`src/core/lpcd_regs_map.svh`:
```
`ifndef LPCD_REGS_MAP_SVH
`define LPCD_REGS_MAP_SVH

// ************************************************************
// register offsets
// ************************************************************
`define OFS_PAGE_KEY 8'h37
`define OFS_DET_CTRL 8'h3C
`define OFS_WAKE 8'h3D
`define OFS_WINDOW 8'h3E
`define OFS_SPECIAL 8'h3F
`define OFS_ANALOG 8'h31
`define OFS_NOISE 8'h32
`define OFS_EDGE 8'h33
`define OFS_AGC 8'h34
`define OFS_RXA6 8'h38
`define OFS_RXA7 8'h39
`define OFS_RXA8 8'h3A
`define OFS_RXA9 8'h3B
`define OFS_REF 8'h31
`define OFS_MEAS 8'h32
`define OFS_CAL 8'h33
`define OFS_FTRIM 8'h34
`define OFS_STRIM 8'h35
`define OFS_ADCREF 8'h36
`define OFS_NEGD 8'h38
`define OFS_POSD 8'h39

// ************************************************************
// page keys
// ************************************************************
`define KEY_PAGE4 8'h5E
`define KEY_PAGE5 8'hAE
`define KEY_PAGE6 8'h5A

// ************************************************************
// reset values and writable masks
// ************************************************************
`define RST_PAGE_KEY 8'h15
`define RST_DET_CTRL 8'h00
`define RST_WAKE 8'h0F
`define RST_WINDOW 8'h04
`define RST_SPECIAL 8'h50
`define RST_ANALOG 8'h14
`define RST_NOISE 8'h7D
`define RST_EDGE 8'h00
`define RST_AGC 8'h10
`define RST_RXA6 8'h76
`define RST_RXA7 8'h56
`define RST_RXA8 8'h31
`define RST_RXA9 8'h12
`define RST_CAL 8'h00
`define RST_FTRIM 8'h80
`define RST_STRIM 8'h20
`define RST_ADCREF 8'h80
`define RST_NEGD 8'h30
`define RST_POSD 8'h1F
`define MSK_ALL 8'hFF
`define MSK_DET_CTRL 8'h3F
`define MSK_ANALOG 8'h3E
`define MSK_EDGE 8'h0C
`define MSK_AGC 8'h3F
`define MSK_STRIM 8'h3F
`define MSK_NEGD 8'hF0
`define MSK_POSD 8'h3F

// ************************************************************
// field positions
// ************************************************************
`define BIT_DET_EN 7
`define BIT_CAL_EN 4
`define BIT_CAL_MODE 5
`define BIT_RESYNC 4
`define BIT_FLT_BYP 7
`define BIT_SUBEND 3
`define BIT_NEG_STEP 3
`define BIT_POS_STEP 2
`define BIT_RX_UNIT 1
`define BIT_TX_UNIT 0
`define FLD_DELTA 3:0
`define FLD_SKIP 6:4
`define FLD_WINDOW 3:0
`define FLD_ZERO_HALF 4:2
`define FLD_NEG_DRV 7:4
`define FLD_POS_DRV 5:0
`define FLD_CAL_STEP 7:6

// ************************************************************
// timing
// ************************************************************
`define SYS_CLK_KHZ 40000
`define SLOW_CLK_KHZ 32
`define FAST_CLK_KHZ 27120
`define CARRIER_KHZ 13560
`define WAKE_SCALE 256
`define WINDOW_SCALE (16 * 4)
`define ETU_LONG 128
`define ETU_SHORT 64
`define CAL_MIN 2
`define CAL_MAX 62
`define CAL_SPAN_LO 8
`define CAL_SPAN_HI 7
`define POS_CODE_MAX 63

`endif

```
`src/core/lpcd_pkg.sv`:
```
package lpcd_pkg;

	typedef enum logic [2:0] {
		SEQ_IDLE = 3'b000,
		SEQ_SLEEP = 3'b001,
		SEQ_DETECT = 3'b010,
		SEQ_HALT = 3'b011
	} seq_state_t;

	typedef enum logic [1:0] {
		PAGE_NONE = 2'b00,
		PAGE_FOUR = 2'b01,
		PAGE_FIVE = 2'b10,
		PAGE_SIX = 2'b11
	} page_t;

	typedef struct packed {
		logic pskCharResync;
		logic topRateFilterBypass;
		logic subcarrierEndCheckOff;
		logic [2:0] zeroHalfBitThreshold;
	} demod_cfg_t;

	typedef struct packed {
		logic negEdgeStep;
		logic posEdgeStep;
		logic [3:0] negDriveConductance;
		logic [5:0] posDriveConductance;
	} drive_cfg_t;

endpackage

```
`src/core/rate_tick.sv`:
```
`timescale 1ns/10ps
module rate_tick #(
	parameter int unsigned RATE_KHZ = 32,
	parameter int unsigned SYS_KHZ = 40000
) (
	input wire logic clk,
	input wire logic reset_n,
	output logic tick
);
	logic [16:0] acc_reg;
	logic [16:0] sum;

	// fractional accumulator: one pulse per period of the slower rate
	assign sum = acc_reg + 17'(RATE_KHZ);

	always_ff @(posedge clk) begin
		if (!reset_n) begin
			acc_reg <= 17'h00000;
			tick <= 1'h0;
		end else if (sum >= 17'(SYS_KHZ)) begin
			acc_reg <= sum - 17'(SYS_KHZ);
			tick <= 1'h1;
		end else begin
			acc_reg <= sum;
			tick <= 1'h0;
		end
	end
endmodule

```
`src/core/guard_timer.sv`:
```
`timescale 1ns/10ps
`include "lpcd_regs_map.svh"
module guard_timer #(
	parameter int TIME_W = 6
) (
	input wire logic clk,
	input wire logic reset_n,
	input wire logic carrierTick,
	input wire logic start,
	input wire logic unitShort,
	input wire logic [TIME_W-1:0] guardTime,
	output logic busy,
	output logic done
);
	logic [TIME_W-1:0] units_reg;
	logic [7:0] cycle_reg;
	logic [7:0] unitLen;

	assign unitLen = unitShort ? 8'(`ETU_SHORT) : 8'(`ETU_LONG);

	always_ff @(posedge clk) begin
		if (!reset_n) begin
			units_reg <= '0;
			cycle_reg <= 8'h00;
			busy <= 1'h0;
			done <= 1'h0;
		end else begin
			done <= 1'h0;
			if (start) begin
				units_reg <= guardTime;
				cycle_reg <= 8'h00;
				busy <= 1'h1;
			end else if (busy) begin
				if (units_reg == '0) begin
					busy <= 1'h0;
					done <= 1'h1;
				end else if (carrierTick) begin
					if (cycle_reg == unitLen - 8'h01) begin
						cycle_reg <= 8'h00;
						units_reg <= units_reg - 1'h1;
					end else begin
						cycle_reg <= cycle_reg + 8'h01;
					end
				end
			end
		end
	end
endmodule

```
`src/core/lpcd_card_regs.sv`:
```
// Local design decision: the strobed register port.
`timescale 1ns/10ps
`include "lpcd_regs_map.svh"
// Overview of operation
// - sleep lasts wake interval times 256 slow clock periods.
// - detection window lasts count times 16 times 4 fast clock periods.
// - card detection runs only while window-control bit 7 is one.
// - tag interrupt raised once successive detections exceed the debounce count.
// - receive guard unit is 128 carrier cycles, or 64 when selected.
// - transmit guard unit is 128 carrier cycles, or 64 when selected.
// - resync bit makes demodulator resync after each phase-keyed character.
// - bit 7 of receive algorithm six bypasses the top-rate filter.
// - bit 3 of receive algorithm six disables subcarrier end check.
// - calibration takes raw sample, or steers positive drive toward converter reference.
// - calibration happens only when detect-control bit 4 is one.
// - latest measurement is readable in page six detected-value register.
// - card present when measurement departs from reference by more than delta.
// - during detection negative driver uses code from bits 7 to 4.
// - during detection positive driver starts from six-bit code in bits 5 to 0, which steering calibration steps.
// - edge-step bits 3 and 2 select stepped negative and positive edges.
// - bits 4 to 2 give zero half-bit threshold for start bit.
// - fast RC oscillator trimmed by calibration value, reset mid-scale.
module lpcd_card_regs (
	input wire logic clk,
	input wire logic reset_n,
	input wire logic [7:0] regAddr,
	input wire logic [7:0] regWdata,
	input wire logic regWr,
	input wire logic regRd,
	output logic [7:0] regRdata,
	input wire logic [7:0] adcSample,
	input wire logic [3:0] normNegDrive,
	input wire logic [5:0] normPosDrive,
	input wire logic rxGuardStart,
	input wire logic [5:0] rxGuardTime,
	output logic rxGuardBusy,
	output logic rxGuardDone,
	input wire logic txGuardStart,
	input wire logic [4:0] txGuardTime,
	output logic txGuardBusy,
	output logic txGuardDone,
	output lpcd_pkg::demod_cfg_t demodCfg,
	output lpcd_pkg::drive_cfg_t driveCfg,
	output logic [7:0] fastRcTrim,
	output logic [5:0] slowRcTrim,
	output logic detectActive,
	output logic measureActive,
	output logic tagDetectIrq
);
	import lpcd_pkg::*;

	// ************************************************************
	// helpers
	// ************************************************************
	function automatic page_t pageOf(input logic [7:0] key);
		page_t p;
		p = PAGE_NONE;
		if (key == `KEY_PAGE4) p = PAGE_FOUR;
		if (key == `KEY_PAGE5) p = PAGE_FIVE;
		if (key == `KEY_PAGE6) p = PAGE_SIX;
		return p;
	endfunction

	function automatic logic [7:0] absDiff(input logic [7:0] a, input logic [7:0] b);
		return (a >= b) ? (a - b) : (b - a);
	endfunction

	function automatic logic [5:0] calLimit(input logic [5:0] base, input logic [1:0] sel,
		input logic upper);
		logic [8:0] st;
		logic [8:0] v;
		st = 9'(sel) + 9'h001;
		if (sel == 2'h3) begin
			v = upper ? 9'(`CAL_MAX) : 9'(`CAL_MIN);
		end else if (upper) begin
			v = 9'(base) + st * 9'(`CAL_SPAN_HI);
		end else if (9'(base) >= st * 9'(`CAL_SPAN_LO)) begin
			v = 9'(base) - st * 9'(`CAL_SPAN_LO);
		end else begin
			v = 9'h000;
		end
		if (v > 9'(`POS_CODE_MAX)) v = 9'(`POS_CODE_MAX);
		return v[5:0];
	endfunction

	// ************************************************************
	// page selection
	// ************************************************************
	logic [7:0] pageKey_reg;
	page_t page;
	logic wrKey;
	logic wr4;
	logic wr5;
	logic wr6;

	assign page = pageOf(pageKey_reg);
	assign wrKey = regWr && (regAddr == `OFS_PAGE_KEY);
	assign wr4 = regWr && !wrKey && (page == PAGE_FOUR);
	assign wr5 = regWr && !wrKey && (page == PAGE_FIVE);
	assign wr6 = regWr && !wrKey && (page == PAGE_SIX);

	always_ff @(posedge clk) begin
		if (!reset_n) begin
			pageKey_reg <= `RST_PAGE_KEY;
		end else if (wrKey) begin
			pageKey_reg <= regWdata;
		end
	end

	// ************************************************************
	// page four registers
	// ************************************************************
	logic [7:0] detCtrl_reg;
	logic [7:0] wake_reg;
	logic [7:0] window_reg;
	logic [7:0] special_reg;

	always_ff @(posedge clk) begin
		if (!reset_n) begin
			detCtrl_reg <= `RST_DET_CTRL;
			wake_reg <= `RST_WAKE;
			window_reg <= `RST_WINDOW;
			special_reg <= `RST_SPECIAL;
		end else if (wr4) begin
			case (regAddr)
				`OFS_DET_CTRL: detCtrl_reg <= regWdata & `MSK_DET_CTRL;
				`OFS_WAKE: wake_reg <= regWdata;
				`OFS_WINDOW: window_reg <= regWdata;
				`OFS_SPECIAL: special_reg <= regWdata;
				default: ;
			endcase
		end
	end

	// ************************************************************
	// page five registers
	// ************************************************************
	logic [7:0] analog_reg;
	logic [7:0] noise_reg;
	logic [7:0] edge_reg;
	logic [7:0] agc_reg;
	logic [7:0] rxa6_reg;
	logic [7:0] rxa7_reg;
	logic [7:0] rxa8_reg;
	logic [7:0] rxa9_reg;

	always_ff @(posedge clk) begin
		if (!reset_n) begin
			analog_reg <= `RST_ANALOG;
			noise_reg <= `RST_NOISE;
			edge_reg <= `RST_EDGE;
			agc_reg <= `RST_AGC;
			rxa6_reg <= `RST_RXA6;
			rxa7_reg <= `RST_RXA7;
			rxa8_reg <= `RST_RXA8;
			rxa9_reg <= `RST_RXA9;
		end else if (wr5) begin
			case (regAddr)
				`OFS_ANALOG: analog_reg <= regWdata & `MSK_ANALOG;
				`OFS_NOISE: noise_reg <= regWdata;
				`OFS_EDGE: edge_reg <= regWdata & `MSK_EDGE;
				`OFS_AGC: agc_reg <= regWdata & `MSK_AGC;
				`OFS_RXA6: rxa6_reg <= regWdata;
				`OFS_RXA7: rxa7_reg <= regWdata;
				`OFS_RXA8: rxa8_reg <= regWdata;
				`OFS_RXA9: rxa9_reg <= regWdata;
				default: ;
			endcase
		end
	end

	// ************************************************************
	// page six registers
	// ************************************************************
	logic [7:0] cal_reg;
	logic [7:0] fastTrim_reg;
	logic [7:0] slowTrim_reg;
	logic [7:0] adcRef_reg;
	logic [7:0] negDrv_reg;
	logic [7:0] posDrv_reg;
	logic [7:0] ref_reg;
	logic [7:0] meas_reg;

	always_ff @(posedge clk) begin
		if (!reset_n) begin
			cal_reg <= `RST_CAL;
			fastTrim_reg <= `RST_FTRIM;
			slowTrim_reg <= `RST_STRIM;
			adcRef_reg <= `RST_ADCREF;
			negDrv_reg <= `RST_NEGD;
			posDrv_reg <= `RST_POSD;
		end else if (wr6) begin
			case (regAddr)
				`OFS_CAL: cal_reg <= regWdata;
				`OFS_FTRIM: fastTrim_reg <= regWdata;
				`OFS_STRIM: slowTrim_reg <= regWdata & `MSK_STRIM;
				`OFS_ADCREF: adcRef_reg <= regWdata;
				`OFS_NEGD: negDrv_reg <= regWdata & `MSK_NEGD;
				`OFS_POSD: posDrv_reg <= regWdata & `MSK_POSD;
				default: ;
			endcase
		end
	end

	// ************************************************************
	// read port
	// ************************************************************
	logic [7:0] rdNext;

	always_comb begin
		rdNext = 8'h00;
		if (regAddr == `OFS_PAGE_KEY) begin
			rdNext = pageKey_reg;
		end else begin
			unique case (page)
				PAGE_FOUR: begin
					case (regAddr)
						`OFS_DET_CTRL: rdNext = detCtrl_reg;
						`OFS_WAKE: rdNext = wake_reg;
						`OFS_WINDOW: rdNext = window_reg;
						`OFS_SPECIAL: rdNext = special_reg;
						default: rdNext = 8'h00;
					endcase
				end
				PAGE_FIVE: begin
					case (regAddr)
						`OFS_ANALOG: rdNext = analog_reg;
						`OFS_NOISE: rdNext = noise_reg;
						`OFS_EDGE: rdNext = edge_reg;
						`OFS_AGC: rdNext = agc_reg;
						`OFS_RXA6: rdNext = rxa6_reg;
						`OFS_RXA7: rdNext = rxa7_reg;
						`OFS_RXA8: rdNext = rxa8_reg;
						`OFS_RXA9: rdNext = rxa9_reg;
						default: rdNext = 8'h00;
					endcase
				end
				PAGE_SIX: begin
					case (regAddr)
						`OFS_REF: rdNext = ref_reg;
						`OFS_MEAS: rdNext = meas_reg;
						`OFS_CAL: rdNext = cal_reg;
						`OFS_FTRIM: rdNext = fastTrim_reg;
						`OFS_STRIM: rdNext = slowTrim_reg;
						`OFS_ADCREF: rdNext = adcRef_reg;
						`OFS_NEGD: rdNext = negDrv_reg;
						`OFS_POSD: rdNext = posDrv_reg;
						default: rdNext = 8'h00;
					endcase
				end
				PAGE_NONE: rdNext = 8'h00;
			endcase
		end
	end

	always_ff @(posedge clk) begin
		if (!reset_n) begin
			regRdata <= 8'h00;
		end else begin
			regRdata <= regRd ? rdNext : 8'h00;
		end
	end

	// ************************************************************
	// rate ticks and converter sample capture
	// ************************************************************
	logic slowTick;
	logic fastTick;
	logic carrierTick;
	logic [7:0] adcS1_reg;
	logic [7:0] adcS2_reg;
	logic [7:0] adcS3_reg;
	logic [7:0] adc_reg;

	rate_tick #(.RATE_KHZ(`SLOW_CLK_KHZ), .SYS_KHZ(`SYS_CLK_KHZ)) slowRate (
		.clk(clk), .reset_n(reset_n), .tick(slowTick));
	rate_tick #(.RATE_KHZ(`FAST_CLK_KHZ), .SYS_KHZ(`SYS_CLK_KHZ)) fastRate (
		.clk(clk), .reset_n(reset_n), .tick(fastTick));
	rate_tick #(.RATE_KHZ(`CARRIER_KHZ), .SYS_KHZ(`SYS_CLK_KHZ)) carrierRate (
		.clk(clk), .reset_n(reset_n), .tick(carrierTick));

	always_ff @(posedge clk) begin
		if (!reset_n) begin
			adcS1_reg <= 8'h00;
			adcS2_reg <= 8'h00;
			adcS3_reg <= 8'h00;
			adc_reg <= 8'h00;
		end else begin
			adcS1_reg <= adcSample;
			adcS2_reg <= adcS1_reg;
			adcS3_reg <= adcS2_reg;
			if (adcS2_reg == adcS3_reg) adc_reg <= adcS3_reg;
		end
	end

	// ************************************************************
	// card detection sequencer
	// ************************************************************
	seq_state_t state_reg;
	logic [15:0] sleepCnt_reg;
	logic [9:0] windowCnt_reg;
	logic [3:0] hits_reg;
	logic [5:0] posCode_reg;
	logic calPending_reg;
	logic detEn;
	logic [15:0] sleepTarget;
	logic [9:0] windowTarget;
	logic [5:0] calStep;
	logic [5:0] calLo;
	logic [5:0] calHi;
	logic [6:0] upCode;
	logic present;

	assign detEn = window_reg[`BIT_DET_EN];
	assign sleepTarget = 16'(wake_reg) * 16'(`WAKE_SCALE);
	assign windowTarget = 10'(window_reg[`FLD_WINDOW]) * 10'(`WINDOW_SCALE);
	assign calStep = 6'(cal_reg[`FLD_CAL_STEP]) + 6'h01;
	assign calLo = calLimit(posDrv_reg[`FLD_POS_DRV], cal_reg[`FLD_CAL_STEP], 1'h0);
	assign calHi = calLimit(posDrv_reg[`FLD_POS_DRV], cal_reg[`FLD_CAL_STEP], 1'h1);
	assign upCode = 7'(posCode_reg) + 7'(calStep);
	assign present = absDiff(adc_reg, ref_reg) > 8'(detCtrl_reg[`FLD_DELTA]);

	always_ff @(posedge clk) begin
		if (!reset_n) begin
			state_reg <= SEQ_IDLE;
			sleepCnt_reg <= 16'h0000;
			windowCnt_reg <= 10'h000;
			hits_reg <= 4'h0;
			posCode_reg <= 6'h00;
			calPending_reg <= 1'h0;
			ref_reg <= 8'h00;
			meas_reg <= 8'h00;
			tagDetectIrq <= 1'h0;
		end else if (!detEn) begin
			state_reg <= SEQ_IDLE;
			tagDetectIrq <= 1'h0;
		end else begin
			unique case (state_reg)
				SEQ_IDLE: begin
					posCode_reg <= posDrv_reg[`FLD_POS_DRV];
					calPending_reg <= detCtrl_reg[`BIT_CAL_EN];
					hits_reg <= 4'h0;
					windowCnt_reg <= 10'h000;
					state_reg <= SEQ_DETECT;
				end
				SEQ_SLEEP: begin
					if (sleepCnt_reg >= sleepTarget) begin
						windowCnt_reg <= 10'h000;
						state_reg <= SEQ_DETECT;
					end else if (slowTick) begin
						sleepCnt_reg <= sleepCnt_reg + 16'h0001;
					end
				end
				SEQ_DETECT: begin
					if (windowCnt_reg < windowTarget) begin
						if (fastTick) windowCnt_reg <= windowCnt_reg + 10'h001;
					end else begin
						meas_reg <= adc_reg;
						sleepCnt_reg <= 16'h0000;
						windowCnt_reg <= 10'h000;
						if (calPending_reg && !cal_reg[`BIT_CAL_MODE]) begin
							ref_reg <= adc_reg;
							calPending_reg <= 1'h0;
							state_reg <= SEQ_SLEEP;
						end else if (calPending_reg) begin
							if (absDiff(adc_reg, adcRef_reg) <= 8'(calStep)) begin
								ref_reg <= adc_reg;
								calPending_reg <= 1'h0;
								state_reg <= SEQ_SLEEP;
							end else if (adc_reg < adcRef_reg && upCode <= 7'(calHi)) begin
								posCode_reg <= upCode[5:0];
							end else if (adc_reg > adcRef_reg &&
								7'(posCode_reg) >= 7'(calLo) + 7'(calStep)) begin
								posCode_reg <= posCode_reg - calStep;
							end else begin
								ref_reg <= adc_reg;
								calPending_reg <= 1'h0;
								state_reg <= SEQ_SLEEP;
							end
						end else if (present) begin
							if (hits_reg + 4'h1 > 4'(detCtrl_reg[`FLD_SKIP] & 3'h0) +
								4'(window_reg[`FLD_SKIP])) begin
								tagDetectIrq <= 1'h1;
								state_reg <= SEQ_HALT;
							end else begin
								hits_reg <= hits_reg + 4'h1;
								state_reg <= SEQ_SLEEP;
							end
						end else begin
							hits_reg <= 4'h0;
							state_reg <= SEQ_SLEEP;
						end
					end
				end
				SEQ_HALT: state_reg <= SEQ_HALT;
				default: state_reg <= SEQ_IDLE;
			endcase
		end
	end

	// ************************************************************
	// guard timers
	// ************************************************************
	guard_timer #(.TIME_W(6)) rxGuard (
		.clk(clk),
		.reset_n(reset_n),
		.carrierTick(carrierTick),
		.start(rxGuardStart),
		.unitShort(special_reg[`BIT_RX_UNIT]),
		.guardTime(rxGuardTime),
		.busy(rxGuardBusy),
		.done(rxGuardDone)
	);

	guard_timer #(.TIME_W(5)) txGuard (
		.clk(clk),
		.reset_n(reset_n),
		.carrierTick(carrierTick),
		.start(txGuardStart),
		.unitShort(special_reg[`BIT_TX_UNIT]),
		.guardTime(txGuardTime),
		.busy(txGuardBusy),
		.done(txGuardDone)
	);

	// ************************************************************
	// configuration outputs
	// ************************************************************
	always_ff @(posedge clk) begin
		if (!reset_n) begin
			demodCfg <= '0;
			driveCfg <= '0;
			fastRcTrim <= `RST_FTRIM;
			slowRcTrim <= 6'(`RST_STRIM);
			detectActive <= 1'h0;
			measureActive <= 1'h0;
		end else begin
			demodCfg.pskCharResync <= noise_reg[`BIT_RESYNC];
			demodCfg.topRateFilterBypass <= rxa6_reg[`BIT_FLT_BYP];
			demodCfg.subcarrierEndCheckOff <= rxa6_reg[`BIT_SUBEND];
			demodCfg.zeroHalfBitThreshold <= rxa8_reg[`FLD_ZERO_HALF];
			driveCfg.negEdgeStep <= edge_reg[`BIT_NEG_STEP];
			driveCfg.posEdgeStep <= edge_reg[`BIT_POS_STEP];
			driveCfg.negDriveConductance <= (state_reg != SEQ_IDLE) ?
				negDrv_reg[`FLD_NEG_DRV] : normNegDrive;
			driveCfg.posDriveConductance <= (state_reg != SEQ_IDLE) ?
				posCode_reg : normPosDrive;
			fastRcTrim <= fastTrim_reg;
			slowRcTrim <= slowTrim_reg[5:0];
			detectActive <= (state_reg != SEQ_IDLE);
			measureActive <= (state_reg == SEQ_DETECT);
		end
	end
endmodule

```
`config.mk`:
```
export PLATFORM = sky130hd
export DESIGN_NAME = lpcd_card_regs
export DESIGN_NICKNAME = d
export VERILOG_FILES = /design/src/core/lpcd_pkg.sv /design/src/core/rate_tick.sv /design/src/core/guard_timer.sv /design/src/core/lpcd_card_regs.sv
export VERILOG_INCLUDE_DIRS = /design/src /design/src/core
export SDC_FILE = /design/constraint.sdc
export NUM_CORES = 1
export LEC_CHECK = 0
export ABC_AREA = 1
export BUFFER_PORTS_ARGS = -buffer_cell sky130_fd_sc_hd__buf_2
export CAP_MARGIN = 10
export CORE_MARGIN = 2
export CORE_UTILIZATION = 55
export DETAILED_ROUTE_END_ITERATION = 10
export GPL_TIMING_DRIVEN = 0
export PLACE_DENSITY = 0.77
export SLEW_MARGIN = 20
export SYNTH_ARGS = -nofsm -noshare
export SYNTH_HDL_FRONTEND = slang
export SYNTH_SLANG_ARGS = --single-unit
export TNS_END_PERCENT = 1
```
`constraint.sdc`:
```
create_clock -name clk -period 8.1 [get_ports clk]
set_input_delay 1.215 -clock clk [delete_from_list [all_inputs] [get_ports clk]]
set_output_delay 1.215 -clock clk [all_outputs]
set_load 0.02 [all_outputs]
```
==> reports/metrics.yaml, run 1 <==
slowest_stage: "ha_1"
grt_pass1_vias: 16267
routedWlPerCell_um: 17.1
timing_worst_setup_path_type: "flop to flop"
synth_top_area_share_pct: 37.0
totalWireLength_um: 53400
fmax_mhz: 184
powerDensity_mw_per_mm2: 226
grt_start_max_net_pins: 15
yosys_register_bits: 334
viasPerCell: 5.53
portBuffers: 95
route.detailed.drc: 0
worst_pin_slew_ps: 911
synth_edf_count: 0
outcome: "completed"
final_cell_mix: "536 x nand2_1, 367 x inv_1, 334 x dfxtp_1"
dieArea_mm2: 0.0343
synthCells: 2531
clock_path_buffers: 3
synthArstFlopShare_pct: 0
postCtsResizedCells: 0
min_period_ps: 5440
end_kind: "flop"
setup_viol: 0
final_nets: 2830
finalHoldViolations: 0
ant_nets: 0
cp_common_cell: "nand2_1"
timing.setup.tns_ps: 0
initial_utilization_pct: 55.6
period_share_pct: 67.1
syn_nets: 2695
hp-class: "flop to flop"
post_cts_buffers: 0
rows: 66
cp.required_ps: 8520
crit_fanout: 10
largest_reg_flops: 16
syn_area_per_cell_um2: 7.13
via_count: 17328
htreeDepth: 2
relSlewSlack_pct: 39.3
yosys_warnings: 0
cts_inserted_buffers: 38
total_power_mw: 4.60
clk_pin_slew_ps: 60
synthFlopType: "dfxtp_1"
cts_sinks: 334
cts_hold_buf: 0
grt_pass1_wl_um: 84400
dp_hpwl_um: 40300
firstDrtPassIters: 6
worstSetupStartpointType: "flop"
ys_types: 61
critPathMaxStageDelay_ps: 630
tritoncts: "yes"
grt_antenna_before_repair: 1
cts-root-buf: "clkbuf_16"
final_common_cell: "nand2_1"
drv_cap: 0
r2r_cells: 33
netlist_area_mm2: 0.0180
grt_setup_unrepaired: "no"
vdd_drop_max_mv: 0.185
synth_area_leaders: "dfxtp_1 37%, nand2_1 11%, inv_1 7.6%, ha_1 7.3%, a21oi_1 6.7%"
num_io_pins: 98
diodes: 0
gr-total-overflow: 0
die_width_um: 185
drive_gt1_share_pct: 9.10
yosysSeqAreaShare_pct: 37.0
gr-usage-all-layers_pct: 31.2
drt_iter0_drc: 1644
hold_depth: 2
clock_skew_ps: 14.1
worstSkewPairLatency_ps: 530
arrival_ps: 5860
slew_viol_final: 0
yosys.area.top_type: "dfxtp_1"
gp_congestion: 0.991
die-height_um: 185
syn2layout_area_growth_pct: 12.6
p_leak_nw: 9.85
core-area_mm2: 0.0325
## area by class of cell
class | count | area [um2]
Clock inverter | 10 | 110
Inverter | 379 | 1430
Multi-Input combinational cell | 1741 | 9580
Fill cell | 2930 | 12100
Buffer | 77 | 360
Tap cell | 442 | 553
Timing Repair Buffer | 95 | 475
Sequential cell | 334 | 6690
Clock buffer | 55 | 1140
## kinds of logic (layout without fill, tap and decap cells)
family | count (synthesis) | after routing | share of synthesized area (%)
AO/OA/AOI/OAI | 569 | 569 | 17.6
AND/OR/NAND/NOR | 989 | 989 | 23.7
flip-flops | 334 | 334 | 37.0
XOR/XNOR | 70 | 70 | 3.61
buffers and inverters | 456 | 616 | 9.89
adder cells (fa/ha/maj) | 113 | 113 | 8.17
## worst max-delay path: cells and delay by family, from the launching register on
family	cells	cell delay (ps)
AOI/OAI and AO/OA	3	620
xor gates and xnor gates	1	160
adders and majority gates	5	1670
buffers and inverters	7	930
DFF	1	440
and+or+nand+nor	17	1500
## report_power, final
part | switching, mW | internal [mW] | leakage, nW
clock | 0.696 | 1.04 | 0.614
combinational | 0.708 | 0.376 | 6.52
sequential | 0.0598 | 1.72 | 2.71
total | 1.46 | 3.13 | 9.85
## cells in the mapped netlist, types with 3 or more instances
| cell type | n |
|---|---|
| o211ai_1 | 48 |
| nor3_1 | 31 |
| o31ai_1 | 5 |
| dfxtp_1 | 334 |
| nand3b_1 | 7 |
| a221oi_1 | 12 |
| nand4_1 | 25 |
| o21a_1 | 4 |
| xnor2_1 | 12 |
| buf_2 | 15 |
| nor2_1 | 211 |
| o41ai_1 | 4 |
| fa_1 | 8 |
| ha_1 | 105 |
| buf_6 | 6 |
| or2_2 | 9 |
| nand3_4 | 3 |
| nor2_2 | 9 |
| xor2_2 | 4 |
| a31oi_1 | 8 |
| nand2_2 | 20 |
| nor4_1 | 7 |
| a21oi_1 | 241 |
| clkinv_1 | 5 |
| clkbuf_1 | 54 |
| nand2_1 | 536 |
| nand3_2 | 4 |
| o21ai_1 | 6 |
| o21bai_1 | 4 |
| a211oi_1 | 6 |
| nand3_1 | 105 |
| nor3b_1 | 9 |
| inv_1 | 367 |
| o21ai_0 | 201 |
| inv_2 | 6 |
| a22o_1 | 3 |
| o22ai_1 | 11 |
| xor2_1 | 53 |
| a21o_1 | 3 |
## path summary, 6_finish.rpt
| check | endpoint | slack [ps] | from |
|---|---|---|---|
| max reg2reg | ref_reg[2] | 2660 | cal_reg[6] |
| min | adcS2_reg[3] | 410 | adcS1_reg[3] |
| max | ref_reg[2] | 2660 | cal_reg[6] |
| min reg2reg | adcS2_reg[3] | 410 | adcS1_reg[3] |
## stage by stage
step / hold slack (ps) / instance area, um2 / std cells / utilization, % / setup WS, ps
2_1_floorplan: 390 / 18000 / 2531 / - / 3700
3_3_place_gp: 393 / 19100 / 3068 / 58.8 / 2850
3_5_place_dp: 397 / 19100 / 3068 / 58.8 / 2720
4_1_cts: 411 / 20300 / 3133 / 62.6 / 2700
5_1_grt: 431 / 20300 / 3133 / 62.6 / 2220
6_report: 411 / 20300 / 3133 / 62.6 / 2660
## per-layer routing
layer	GRT usage, %	routed length (um)	vias to the layer above
li1	-	-	8513
met1	40.9	22700	7963
met2	52.1	24400	712
met3	5.13	4390	140
met4	11.0	1950	0
met5	0	0	-
Power figures use the tool's default switching activity.
==> run 2: changes to the inputs <==
--- a/config.mk
+++ b/config.mk
@@ -13,7 +13,7 @@
 export CORE_UTILIZATION = 55
 export DETAILED_ROUTE_END_ITERATION = 10
 export GPL_TIMING_DRIVEN = 0
-export PLACE_DENSITY = 0.77
+export PLACE_DENSITY = 0.8
 export SLEW_MARGIN = 20
 export SYNTH_ARGS = -nofsm -noshare
 export SYNTH_HDL_FRONTEND = slang
==> constraint.sdc (replaced) <==
create_clock -name clk -period 4.4 [get_ports clk]
set_input_delay 0.66 -clock clk [delete_from_list [all_inputs] [get_ports clk]]
set_output_delay 0.66 -clock clk [all_outputs]
set_load 0.02 [all_outputs]
==> run 2 against run 1 <==
  * The flow now finishes with violations (setup timing)
  * Design area is 1.9% higher
  * Global-route usage decreased by 0.17 points
  * Worst hold slack got worse by 94 ps
  * Routed wire length is 0.46% higher
  * Highest routed layer unchanged
  * Via count grew 1.4%
  * Setup slack got worse by 2700 ps
  * Clock skew increased by 2.5 ps
  * Largest power group is now clock
  * Sequential cell count unchanged
  * Maximum frequency grew 23%
==> reports/metrics.yaml, run 2 (synthesized netlist as in run 1, its figures left out) <==
portBuffers: 95  # unchanged
via_count: 17569  # +1.4%
firstDrtPassIters: 7  # +1
viasPerCell: 5.59  # +1.0%
drt_iter0_drc: 1673  # +1.8%
grt_antenna_before_repair: 1  # unchanged
postLayoutCoreUtil_pct: 63.8  # +1.2 points
route.detailed.drc: 0  # unchanged
clock_power_share_pct: 39.3  # +1.6 points
final_common_cell: "nand2_1"
p_sw_share_pct: 30.6  # -1.2 points
r2r_end: "ref_reg[1]"
r2r_cells: 32  # -3.0%
clk_pin_slew_ps: 60  # about the same
cp.required_ps: 4810  # -3710 ps
path_buf_inv: 6  # -1
total_power_mw: 8.68  # +89%
switchingPower_mw: 2.65  # +81%
cp_common_cell: "nand2_1"
fmax_mhz: 227  # +23%
slowest_stage: "dfxtp_4"
grt_setup_unrepaired: "yes"
worstSetupStartpointType: "flop"
crit_fanout: 8  # -2
p_leak_nw: 9.99  # +1.4%
worst_pin_slew_ps: 871  # -40.0 ps
final_nets: 2844  # +0.49%
hold_depth: 3  # +1
syn2layout_area_growth_pct: 14.8
cts_sinks: 334  # unchanged
setup_slack_ps: -6.47  # -2670 ps
ant_nets: 0  # unchanged
dieArea_mm2: 0.0343  # unchanged
grt_pass1_wl_um: 84200  # -0.25%
critPathMaxStageDelay_ps: 360  # -270 ps
gr-total-overflow: 0  # unchanged
final_cell_mix: "529 x nand2_1, 361 x inv_1, 332 x dfxtp_1"
cts_inserted_buffers: 36  # -5.3%
timing.setup.tns_ps: -6.47  # -6.47 ps
largest_reg_flops: 16  # unchanged
gr-usage-all-layers_pct: 31.0  # -0.17 points
rows: 66  # unchanged
dp.cells: 3068  # unchanged
finalHoldViolations: 0  # unchanged
arrival_ps: 4820  # -1040 ps
hp-class: "input pin to flop"
hold_start: "adcSample[7]"
cts-root-buf: "clkbuf_16"
powerDensity_mw_per_mm2: 419  # +85%
htreeDepth: 2  # unchanged
clock_path_buffers: 3  # unchanged
gp_congestion: 1.01  # +2.1%
reg2reg_slack_ps: -6  # -2670 ps
initial_utilization_pct: 55.6  # unchanged
min_period_ps: 4410  # -1030 ps
tritoncts: "yes"
stdcell_count: 3145  # +0.38%
end_kind: "flop"
clock_skew_ps: 16.6  # +2.47 ps
seq_power_share_pct: 37.7  # -1.0 points
rr_startpoint: "cal_reg[6]"
holdPathEnd: "adcS1_reg[7]"
drv_cap: 0  # unchanged
outcome: "finished with violations"
timing_worst_setup_path_type: "flop to flop"
slew_viol_final: 0  # unchanged
dp_hpwl_um: 39700  # -1.5%
die-height_um: 185  # unchanged
core-area_mm2: 0.0325  # unchanged
worstSkewPairLatency_ps: 530  # about the same
drive_gt1_share_pct: 11.1  # +2.0 points
intPower_mw: 6.02  # +92%
diodes: 0  # unchanged
critPathTopFamily: "adder cells"
vdd_drop_max_mv: 0.365  # +97%
die_width_um: 185  # unchanged
comb_power_share_pct: 23.0  # -0.6 points
grt_start_max_net_pins: 15  # unchanged
relSlewSlack_pct: 41.9  # +2.7 points
cts_hold_buf: 0  # unchanged
setup_viol: 1  # +1
routedWlPerCell_um: 17.1  # about the same
period_share_pct: 100  # +33 points
violations: "setup timing"
totalWireLength_um: 53700  # +0.46%
num_io_pins: 98  # unchanged
grt_pass1_vias: 16395  # +0.79%
[run 2: worst max-delay path by stage]
stage / cells after the start / end / from
detailed placement: 33 / ref_reg[1] / cal_reg[6]
global route: 33 / ref_reg[7] / cal_reg[6]
floorplan: 34 / ref_reg[7] / cal_reg[6]
CTS: 34 / ref_reg[7] / cal_reg[6]
global placement: 34 / ref_reg[7] / cal_reg[6]
finish: 32 / ref_reg[1] / cal_reg[6]
[run 2: worst reg2reg max path: cells and delay by family, from the launching register on]
family / cells / cell delay [ps]
AOI/OAI and AO/OA: 3 / 240
xor gates and xnor gates: 1 / 140
adders and majority gates: 6 / 1590
buffers and inverters: 6 / 530
DFF: 1 / 360
and+or+nand+nor: 16 / 1470
[run 2: power by group through the flow]
| stage | registers (mW) | clock network, mW | logic (mW) |
|---|---|---|---|
| after floorplan | 3.32 | 0 | 1.53 |
| after global placement | 3.33 | 0 | 1.87 |
| after detailed placement | 3.34 | 0 | 1.95 |
| after CTS | 3.27 | 3.44 | 1.97 |
| after global routing | 3.29 | 3.57 | 2.27 |
| final | 3.27 | 3.41 | 2.00 |
[run 2: per-stage QoR]
| stage | area [um2] | setup slack, ps | hold WS (ps) |
|---|---|---|---|
| 2_1_floorplan | 18000 | 4.06 | 390 |
| 3_3_place_gp | 19100 | -766 | 394 |
| 3_5_place_dp | 19100 | -971 | 399 |
| 4_1_cts | 20600 | 3.25 | 305 |
| 5_1_grt | 20700 | -196 | 316 |
| 6_report | 20700 | -6.47 | 317 |
[run 2: area by class of cell]
class,count,area (um2)
buffer,77,367
clock buffer,49,1060
clock inverter,12,282
fill,2860,11700
inverter,379,1440
multi-input combinational,1741,9720
sequential,334,6690
tap,442,553
timing repair buffer,111,607
[run 2: timing repair]
item                       CTS  global route
resized for setup           31            26
setup buffers               12             3
pin swaps                   15            24
setup endpoints to repair   17            17
cloned                       1             0
[run 2: layer usage]
metal  vias up  global-route usage, %  wire length (um)
li1       8538                      -                 -
met1      8074                   39.9             22200
met2       805                   51.9             24300
met3       152                   4.44              4700
met4         0                   13.6              2460
met5         -                      0                 0
